==> src/logic/fan_monitor_map.vh <==
// register offsets, bit positions and reset values of the monitor registers
`ifndef FAN_MONITOR_MAP_VH
`define FAN_MONITOR_MAP_VH

// register indices as printed; byte address is four times the index
`define IDX_PWM1_CEIL 8'h38
`define IDX_PWM2_CEIL 8'h39
`define IDX_PWM3_CEIL 8'h3a
`define IDX_MAIN_CFG 8'h40
`define IDX_EVT_FIRST 8'h41

`define ADDR_PWM1_CEIL 12'h0e0
`define ADDR_PWM2_CEIL 12'h0e4
`define ADDR_PWM3_CEIL 12'h0e8
`define ADDR_MAIN_CFG 12'h100
`define ADDR_EVT_FIRST 12'h104

`define RST_CEIL 8'hff
`define RST_MAIN_CFG 8'h01
`define RST_EVT_FIRST 8'h00
`define DEFAULT_CEIL 8'hff

`define CFG_RUN 0
`define CFG_LOCK 1
`define CFG_RDY 2
`define CFG_FANS_MAX_SPEED 3
`define CFG_PWR 4
`define CFG_SPIN 5
`define CFG_TMO 6
`define CFG_VSUP 7

`define EVT_2V5 0
`define EVT_CORE 1
`define EVT_VSUP 2
`define EVT_5V 3
`define EVT_SECOND 7

`define PWM_CHANNELS 3

`endif

==> src/logic/duty_cap.v <==
// one pwm duty cap: limits the requested duty to the ceiling
`timescale 1ns/1ps

module duty_cap #(
   parameter W = 8
) (
   input wire clk,
   input wire reset_n,
   input wire [W-1:0] duty_req,
   input wire [W-1:0] ceiling,
   output reg [W-1:0] duty_out
);

always @(posedge clk) begin
   if (!reset_n) begin
      duty_out <= {W{1'b0}};
   end else if (duty_req > ceiling) begin
      duty_out <= ceiling;
   end else begin
      duty_out <= duty_req;
   end
end

endmodule // duty_cap

==> src/logic/fan_monitor_config_status_regs.v <==
// configuration and limit-event registers of the fan and voltage monitor
//
// Local design decision: register access over APB.
`timescale 1ns/1ps
`include "fan_monitor_map.vh"

// Summary of operation
// RQ1 - three duty ceilings, reset full, cap outputs
// RQ2 - lock makes lockable registers ignore writes
// RQ3 - configuration resets with only run bit
// RQ4 - run selects programmed or default limits
// RQ5 - run bit frozen once lock written
// RQ6 - lock writable once, holds until reset
// RQ7 - ready bit shows device powered up
// RQ8 - full-speed bit forces fans, never locked
// RQ9 - lockable power-calculation flag kept
// RQ10 - spin-up check off drives full timeout
// RQ11 - bus timeout enable bit, lockable
// RQ12 - supply scaling selects 5 V or 3.3 V
// RQ13 - event register resets to zero
// RQ14 - bits 0-2 flag voltage limit violations
// RQ15 - read clears flag only if condition gone
// RQ16 - bit 3 flags 5 V or throttle timer
// RQ17 - bits 4-6 flag temperature limit violations
// RQ18 - bit 7 is OR of second bank
// RQ19 - host programs limits before setting run
// RQ20 - writing zero to lock does nothing
module fan_monitor_config_status_regs #(
   parameter DW = 8
) (
   input wire clk,
   input wire reset_n,
   input wire psel,
   input wire penable,
   input wire pwrite,
   input wire [11:0] paddr,
   input wire [31:0] pwdata,
   input wire [3:0] pstrb,
   output reg [31:0] prdata,
   output reg pready,
   output reg pslverr,
   input wire powered_up,
   input wire [6:0] limit_fault,
   input wire thermal_throttle_pin,
   input wire throttle_timer_over,
   input wire [7:0] second_bank_flags,
   input wire [3*DW-1:0] duty_req,
   output wire [3*DW-1:0] duty_capped,
   output reg [3*DW-1:0] active_ceiling,
   output reg monitor_run,
   output reg fans_max_speed,
   output reg power_calc_enable,
   output reg spinup_check_off,
   output reg bus_timeout_on,
   output reg supply_5v_select,
   output reg device_ready,
   output reg locked
);

// ----------------------------------------------------------------------
// address decode
// ----------------------------------------------------------------------
function [2:0] decode;
   input [11:0] a;
   begin
      case (a)
         `ADDR_PWM1_CEIL: decode = 3'h1;
         `ADDR_PWM2_CEIL: decode = 3'h2;
         `ADDR_PWM3_CEIL: decode = 3'h3;
         `ADDR_MAIN_CFG: decode = 3'h4;
         `ADDR_EVT_FIRST: decode = 3'h5;
         default: decode = 3'h0;
      endcase
   end
endfunction

wire [2:0] sel = decode(paddr);
// zero-wait slave: setup then one access cycle; pready is registered
wire access = psel && penable && pready;
wire setup = psel && !penable;
wire wr = access && pwrite && pstrb[0] && (sel != 3'h0);
wire rd = access && !pwrite && (sel != 3'h0);
wire [7:0] wbyte = pwdata[7:0];

// ----------------------------------------------------------------------
// registers
// ----------------------------------------------------------------------
reg [DW-1:0] ceil_r [0:2];
reg [7:0] cfg_r;
reg [7:0] evt_r;
reg lock_r;
reg rdy_r;

// ----------------------------------------------------------------------
// duty ceilings
// ----------------------------------------------------------------------
// one write enable per channel; a locked bank ignores every write
wire [`PWM_CHANNELS-1:0] ceil_we;
reg [`PWM_CHANNELS*DW-1:0] ceil_nxt;
reg [`PWM_CHANNELS*DW-1:0] act_nxt;
integer k;
integer m;
integer n;

always @* begin
   for (k = 0; k < `PWM_CHANNELS; k = k + 1) begin
      if (ceil_we[k]) begin
         ceil_nxt[k*DW +: DW] = wbyte[DW-1:0];
      end else begin
         ceil_nxt[k*DW +: DW] = ceil_r[k];
      end
   end
end

// all channels share one process so the bank has a single driver
always @(posedge clk) begin
   for (n = 0; n < `PWM_CHANNELS; n = n + 1) begin
      if (!reset_n) begin
         ceil_r[n] <= `RST_CEIL; // see RQ1
      end else begin
         ceil_r[n] <= ceil_nxt[n*DW +: DW];
      end
   end
end

// default limits apply while not running; programmed values are kept
always @* begin
   for (m = 0; m < `PWM_CHANNELS; m = m + 1) begin
      if (cfg_r[`CFG_RUN]) begin // see RQ4
         act_nxt[m*DW +: DW] = ceil_r[m];
      end else begin
         act_nxt[m*DW +: DW] = `DEFAULT_CEIL;
      end
   end
end

always @(posedge clk) begin
   if (!reset_n) begin
      active_ceiling <= {`PWM_CHANNELS{`RST_CEIL}};
   end else begin
      active_ceiling <= act_nxt;
   end
end

genvar g;
generate
   for (g = 0; g < `PWM_CHANNELS; g = g + 1) begin : gen_ceil
      assign ceil_we[g] = wr && !lock_r && (sel == g + 1); // see RQ2
      duty_cap #(.W(DW)) u_cap (
         .clk(clk),
         .reset_n(reset_n),
         .duty_req(duty_req[g*DW +: DW]),
         .ceiling(active_ceiling[g*DW +: DW]),
         .duty_out(duty_capped[g*DW +: DW])
      ); // see RQ1
   end
endgenerate

// ----------------------------------------------------------------------
// main configuration
// ----------------------------------------------------------------------
// lock is sticky: a write of zero cannot release it, only reset
reg [7:0] cfg_nxt;
reg lock_nxt;
wire cfg_wr = wr && (sel == 3'h4);

always @* begin
   cfg_nxt = cfg_r;
   lock_nxt = lock_r;
   if (cfg_wr) begin
      cfg_nxt[`CFG_FANS_MAX_SPEED] = wbyte[`CFG_FANS_MAX_SPEED]; // see RQ8
      if (wbyte[`CFG_LOCK]) begin // see RQ6, RQ20
         lock_nxt = 1'b1;
      end
      if (!lock_r) begin // see RQ2, RQ5
         cfg_nxt[`CFG_RUN] = wbyte[`CFG_RUN];
         cfg_nxt[`CFG_PWR] = wbyte[`CFG_PWR]; // see RQ9
         cfg_nxt[`CFG_SPIN] = wbyte[`CFG_SPIN]; // see RQ10
         cfg_nxt[`CFG_TMO] = wbyte[`CFG_TMO]; // see RQ11
         cfg_nxt[`CFG_VSUP] = wbyte[`CFG_VSUP]; // see RQ12
      end
   end
end

always @(posedge clk) begin
   if (!reset_n) begin
      lock_r <= 1'b0;
      cfg_r <= `RST_MAIN_CFG; // see RQ3
   end else begin
      lock_r <= lock_nxt;
      cfg_r <= cfg_nxt;
   end
end

always @(posedge clk) begin
   if (!reset_n) begin
      rdy_r <= 1'b0;
   end else begin
      rdy_r <= powered_up; // see RQ7
   end
end

wire [7:0] cfg_view;
assign cfg_view = {cfg_r[7:3], rdy_r, lock_r, cfg_r[`CFG_RUN]};

always @(posedge clk) begin
   if (!reset_n) begin
      monitor_run <= 1'b1;
      fans_max_speed <= 1'b0;
      power_calc_enable <= 1'b0;
      spinup_check_off <= 1'b0;
      bus_timeout_on <= 1'b0;
      supply_5v_select <= 1'b0;
      device_ready <= 1'b0;
      locked <= 1'b0;
   end else begin
      monitor_run <= cfg_r[`CFG_RUN]; // see RQ4
      fans_max_speed <= cfg_r[`CFG_FANS_MAX_SPEED]; // see RQ8
      power_calc_enable <= cfg_r[`CFG_PWR]; // see RQ9
      spinup_check_off <= cfg_r[`CFG_SPIN]; // see RQ10
      bus_timeout_on <= cfg_r[`CFG_TMO]; // see RQ11
      supply_5v_select <= cfg_r[`CFG_VSUP]; // see RQ12
      device_ready <= rdy_r;
      locked <= lock_r;
   end
end

// ----------------------------------------------------------------------
// limit-event flags
// ----------------------------------------------------------------------
// bit 3 source switches with the throttle pin role
wire [6:0] cond;
assign cond = {limit_fault[6:4],
   thermal_throttle_pin ? throttle_timer_over : limit_fault[`EVT_5V],
   limit_fault[2:0]}; // see RQ14, RQ16, RQ17

wire evt_rd = rd && sel == 3'h5;

// a live condition keeps its flag set through the clearing read
reg [7:0] evt_nxt;
always @* begin
   evt_nxt = evt_r;
   evt_nxt[6:0] = cond | (evt_r[6:0] & {7{!evt_rd}}); // see RQ15
   evt_nxt[`EVT_SECOND] = |second_bank_flags; // see RQ18
end

always @(posedge clk) begin
   if (!reset_n) begin
      evt_r <= `RST_EVT_FIRST; // see RQ13
   end else begin
      evt_r <= evt_nxt;
   end
end

// ----------------------------------------------------------------------
// apb answer
// ----------------------------------------------------------------------
reg [7:0] rmux;
always @* begin
   case (sel)
      3'h1: rmux = ceil_r[0];
      3'h2: rmux = ceil_r[1];
      3'h3: rmux = ceil_r[2];
      3'h4: rmux = cfg_view;
      3'h5: rmux = evt_r;
      default: rmux = 8'h00;
   endcase
end

always @(posedge clk) begin
   if (!reset_n) begin
      pready <= 1'b0;
      pslverr <= 1'b0;
      prdata <= 32'h00000000;
   end else if (setup) begin
      pready <= 1'b1;
      pslverr <= (sel == 3'h0);
      prdata <= pwrite ? 32'h00000000 : {24'h000000, rmux};
   end else begin
      pready <= 1'b0;
      pslverr <= 1'b0;
      prdata <= 32'h00000000;
   end
end

endmodule // fan_monitor_config_status_regs

==> config.mk <==
export PLATFORM = sky130hd
export DESIGN_NAME = fan_monitor_config_status_regs
export DESIGN_NICKNAME = d
export VERILOG_FILES = /design/src/logic/duty_cap.v /design/src/logic/fan_monitor_config_status_regs.v
export VERILOG_INCLUDE_DIRS = /design/src /design/src/logic
export SDC_FILE = /design/constraint.sdc
export NUM_CORES = 1
export LEC_CHECK = 0
export BUFFER_PORTS_ARGS = -buffer_cell sky130_fd_sc_hd__buf_4
export CAP_MARGIN = 0
export CORE_MARGIN = 2
export CORE_UTILIZATION = 53
export DETAILED_ROUTE_END_ITERATION = 12
export PLACE_DENSITY = 0.85
export SKIP_LAST_GASP = 1
export SYNTH_ARGS = -nofsm -noshare
export SYNTH_HDL_FRONTEND = slang
export SYNTH_SLANG_ARGS = --single-unit
==> constraint.sdc <==
create_clock -name clk -period 4.5 [get_ports clk]
set_input_delay 0.9 -clock clk [delete_from_list [all_inputs] [get_ports clk]]
set_output_delay 0.9 -clock clk [all_outputs]
set_load 0.02 [all_outputs]
# Word level (Yosys, flattened, before mapping)
# Memories as Yosys holds them, arrays and structs flattened.
# Index checks and enable logic that the tools add are counted.
[totals]
ff_bits = 106
ramBits = 24
out_inout_bits = 90
n_memories = 1
inputBits = 95
[mem_list]
columns = ["memory", "depth", "width", "rd", "rd_ports_with_merged_regs", "wr", "line", "source"]
rows = [
  ["ceil_r", 3, 8, 3, 0, 3, "fan_monitor_config_status_regs.v:88", "reg [DW-1:0] ceil_r [0:2];"],
]
[classes]
bitwise_logic = 8
eq_ne = 10
n_mux = 15
reduce_logical = 26
magnitude_cmp = 3
[ops]
columns = ["cell", "n"]
rows = [
  ["8-bit 2-to-1 mux", 9],
  ["8-bit one-hot mux with 5 select lines", 1],
  ["12-bit by 8-bit equality test with 1-bit output (second input constant)", 3],
  ["12-bit by 9-bit equality test with 1-bit output (second input constant)", 2],
  ["8-bit greater-than comparator", 3],
  ["3-bit one-hot mux with 5 select lines", 1],
  ["1-bit logical AND", 14],
  ["2-bit AND reduction", 4],
  ["8-bit OR reduction", 1],
  ["7-bit AND", 1],
  ["7-bit OR", 1],
  ["3-bit by 2-bit equality test with 1-bit output (second input constant)", 2],
  ["3-bit equality test (second input constant)", 2],
  ["1-bit zero test", 4],
  ["1-bit 2-to-1 mux", 4],
  ["3-bit by 1-bit equality test with 1-bit output (second input constant)", 1],
  ["3-bit zero test", 1],
  ["1-bit inverter", 3],
  ["1-bit OR", 3],
  ["3-bit nonzero test", 1],
  ["3-bit OR reduction", 1],
]

# Longest topological paths before layout
[depth]
depth_word = 9
depth_mapped = 8
ltp_nobuf = 7

# Hierarchy
# Synthesis repeated with hierarchy kept, for this count alone.
[hier_totals]
hier_cells = 540
hier_area_um2 = 5207.5
[by_module_without_submodules]
columns = ["mod", "cells_per_inst", "area_each_um2", "seq_area_each_um2", "instances"]
rows = [
  ["fan_monitor_config_status_regs", 351, 3379.5, 1641.6, 1],
  ["duty_cap", 63, 609.3, 160.2, 3],
]

# Worst setup path before layout
# Ideal clock, no wire load.
[synth_path]
path_type = "input to register"
from = "input port duty_req[7]"
to = "register gen_ceil[0].u_cap.duty_out[0]"
setup_slack_ns = 2.114
t_arrival_ns = 2.325
required_ns = 4.438
setup_time_ns = 0.062
cell_stages = 5
path_cell_list = "ha_1 and4_1 nor2b_1 o32ai_1 a22o_1"
[synth_via]
elab_chain_len = 2
[synth_lines]
columns = ["item", "line", "source"]
rows = [
  ["from (decl)", "fan_monitor_config_status_regs.v:47", "input wire [3*DW-1:0] duty_req,"],
  ["8-bit greater-than comparator", "duty_cap.v:17", "end else if (duty_req > ceiling) begin"],
  ["8-bit 2-to-1 mux", "duty_cap.v:17", ""],
  ["to (signal assigned)", "duty_cap.v:16", "duty_out <= {W{1'b0}};"],
  ["to (signal assigned)", "duty_cap.v:18", "duty_out <= ceiling;"],
  ["to (signal assigned)", "duty_cap.v:20", "duty_out <= duty_req;"],
  ["to (decl)", "duty_cap.v:11", "output reg [W-1:0] duty_out"],
]
# Every way passes these cells.
# A chain may end at the register's enable or synchronous reset.

# Worst setup path after layout
[layout_path]
from = "input port paddr[5]"
to = "register cfg_r[6]"
[layout_via]
elab_chain_len = 6
elab_cells_between_ends = 11
classes_between = "eq/ne: 6; mux: 1; reduce/logical: 4"
[layout_lines]
columns = ["item", "line", "source"]
rows = [
  ["from (decl)", "fan_monitor_config_status_regs.v:36", "input wire [11:0] paddr,"],
  ["12-bit by 9-bit equality test with 1-bit output or 12-bit by 8-bit equality test with 1-bit output (tied branches)", "fan_monitor_config_status_regs.v:66", "case (a)"],
  ["3-bit one-hot mux with 5 select lines (*)", "fan_monitor_config_status_regs.v:66", ""],
  ["3-bit nonzero test", "fan_monitor_config_status_regs.v:81", "wire wr = access && pwrite && pstrb[0] && (sel != 3'h0);"],
  ["1-bit logical AND", "fan_monitor_config_status_regs.v:81", ""],
  ["1-bit logical AND (*)", "fan_monitor_config_status_regs.v:165", "wire cfg_wr = wr && (sel == 3'h4);"],
  ["2-bit AND reduction (no source line) (*)", "-", ""],
  ["to (signal assigned)", "fan_monitor_config_status_regs.v:188", "cfg_r <= `RST_MAIN_CFG;"],
  ["to (signal assigned)", "fan_monitor_config_status_regs.v:191", "cfg_r <= cfg_nxt;"],
  ["to (decl)", "fan_monitor_config_status_regs.v:89", "reg [7:0] cfg_r;"],
]
# Every way passes the cells marked *; elsewhere a longest branch is shown, timed or not.

==> run metrics <==
length of the first detailed-routing pass in iterations=4; instance area at placement=5770 µm²; sort of element at the end of the critical path=flip-flop; Reg-to-Reg End=gen_ceil[0].u_cap.duty_out[1]; multi-input logic area=2390 µm²; Layout Nets=748; clock slew at reported path FFs=0.11 ns; ANT cells=0; Peak VDD IR=0.000190 V; H-Tree Depth=3; WHS Path Cells=2; number of antenna violations at the first check in global routing=0; routed wire length per instance=15.8 µm; # setup viols final=0; clock tree skew after final layout=0.0156 ns; worst setup slack after placement=1.44 ns; type of element launching the critical path=primary input; ratio of total power to cell area=298 nW/µm²; Netlist Area Pre-Place=4840 µm²; Leakage Power=0.00283 µW; initial core utilization=54.9%; Worst Path Required=4.73 ns; worst path setup slack after routing=1.80 ns; final hold violation count=0; via count of the first global-routing pass=3935; overall die area=9900 µm²; sequential fraction of the synthesis area=43.9%; hold worst-path end=evt_r[3]; number of buffers between clock root and the deepest sink=2; GRT Residual Overflow=0; Register Area=2120 µm²; Post-CTS Resized=0; post-CTS setup repair buffer count=0; vertical die dimension=99.5 µm; final routed DRC violation total=0; worst hold slack across all endpoints=0.460 ns; number of buffers created by CTS=9; transition time at the pin with the least slew margin=0.960 ns; maximum number of pins on one net before global-route repair=46; highest net fanout along the worst path=18; setup total negative slack=0 ns; Core Box Area=8810 µm²; outcome=finished clean; Post-synth EDFFs=0; average cell area after synthesis=9.48 µm²; share of async-settable or async-resettable flops after synthesis=0%; number of max-cap violations=0; Port-buffer cells=133; drt first-iter violations=231; clk sinks=106; startpoint of the worst register-to-register path=active_ceiling[5]; Yosys top cell by area=dfxtp_1; Period minus WS final=2.70 ns; CTS tree=built; combined global-route utilization of all metal layers=23.7%; Main synth FF type=dfxtp_1; synth top area cells=dfxtp_1 (44%), ha_1 (6.2%), mux2i_1 (6.0%); Post-CTS Hold Fix Bufs=0; fraction of final layout cells sized beyond drive strength 1=30.4%; HPWL Detailed=8.80 mm; worst setup path category=primary input to flip-flop; worst hold-check path type=flip-flop to flip-flop; arrival time worst endpoint=2.93 ns; count of yosys warnings during synthesis=0; Die Span X=99.5 µm; number of fill cells in the layout=716; routability congestion estimate from global placement=0.895; synth-to-layout area growth=23.7%; number of unique standard cell types used by synthesis=53; CTS root buffer=clkbuf_8; number of cells on the worst reg-to-reg path=6; vias per inst=5.57; final-report max-slew violation count=0; synthesis-stage register bit count=106; clock latency reported for the late side of the worst-skew pair=0.37 ns; Max transition margin=35.7%; launch point of the worst hold path=evt_r[3]; Post-DRT Antenna Nets=0; register-to-register setup slack=2.33 ns; top-area cell type share of the netlist area=43.9%; Routed WL=11.7 mm; Placement Rows=34; detailed-route via count=4136; I/O pin count=185; RSZ-0062 raised after global routing=false; first-pass GRT wire length=18.9 mm; maximum achievable frequency=370 MHz; gate count after technology mapping=510; Design Area, Final=5980 µm²; post-route clock period utilization=60.1%
-- final cells by class --
cell class	instances	area share, %
multi-input cells	347	40.0
flip-flops and latches	106	35.5
repair buffers	133	16.7
well taps	108	2.26
clock buffers	9	2.07
inverters	32	2.01
clock inverters	7	1.44
-- placed cells by master (no fill, tap or decap), types with 12 or more instances in the layout --
cell,instances
a22oi_1,12
nor2_1,25
or2_2,26
dfxtp_1,106
a21oi_1,28
conb_1,24
buf_4,133
ha_1,24
nand2_1,49
o21ai_0,14
inv_1,32
mux2i_1,29
-- power by group --
group / total [µW] / switching, µW / internal [µW]
registers: 966 / 8.14 / 957
logic: 201 / 114 / 87.5
clock network: 616 / 347 / 269
total: 1780 / 469 / 1310
-- cells in the mapped netlist, types with 4 or more instances --
| cell | instances |
|---|---|
| a22oi_1 | 12 |
| nand3_1 | 4 |
| clkbuf_1 | 16 |
| dfxtp_1 | 106 |
| buf_4 | 24 |
| nor2_1 | 25 |
| a22o_1 | 9 |
| o21ai_0 | 15 |
| mux2i_1 | 29 |
| inv_1 | 32 |
| o221ai_1 | 6 |
| o21a_1 | 6 |
| a21oi_2 | 6 |
| a211oi_1 | 7 |
| and2_1 | 9 |
| or3_1 | 8 |
| buf_2 | 6 |
| o32ai_1 | 5 |
| ha_1 | 24 |
| nand4_1 | 5 |
| a21oi_1 | 28 |
| or2_2 | 26 |
| a221oi_1 | 4 |
| nand2_1 | 49 |
| o31a_1 | 5 |
-- registers in the layout, indices dropped and copies added, names as in the netlist, 6 cells and up --
signal,flops
cfg_r,6
active_ceiling,24
gen_ceil.u_cap.duty_out,24
evt_r,8
prdata,8
ceil_r,24
-- stage by stage --
step | cells | utilization, % | power (µW)
3_5_place_dp | 726 | 65.5 | 1190
4_1_cts | 742 | 67.9 | 1790
2_1_floorplan | 533 | - | 1110
5_1_grt | 742 | 67.9 | 1840
6_report | 742 | 67.9 | 1780
3_3_place_gp | 726 | 65.5 | 1180
-- logic make-up after synthesis --
group                    Yosys count  synth area share [%]
AO/OA/AOI/OAI                    114                  16.5
adder cells (fa/ha/maj)           24                  6.21
buffers and inverters             80                  8.38
flip-flops                       106                  43.9
multiplexers                      29                  6.00
other                              1                0.0775
AND/OR/NAND/NOR                  156                  18.9
-- worst max-delay path, stage by stage --
cell,delay [ns]
buf_4,0.12
nor4b_4,0.85
nand2_1,0.22
nor4_4,0.48
mux2i_1,0.30
nor2_1,0.06
-- worst max-delay path by stage --
stage	start	slack [ns]	endpoint
2_1_floorplan	duty_req[7]	2.11	gen_ceil[0].u_cap.duty_out[0]
5_1_grt	paddr[5]	1.67	cfg_r[3]
3_3_place_gp	paddr[5]	1.55	prdata[5]
6_report	paddr[5]	1.80	cfg_r[6]
3_5_place_dp	paddr[5]	1.44	cfg_r[6]
4_1_cts	paddr[5]	1.84	cfg_r[6]
-- metal layers --
layer / GRT usage, % / vias to the layer above / share of wire (%)
met4: 8.22 / 0 / 1.7
met3: 3.87 / 21 / 5.9
met1: 30.9 / 1934 / 43
met5: 0 / - / 0
met2: 40.1 / 181 / 49
li1: - / 2000 / -
Note: power is estimated with default switching activity, not from simulation.
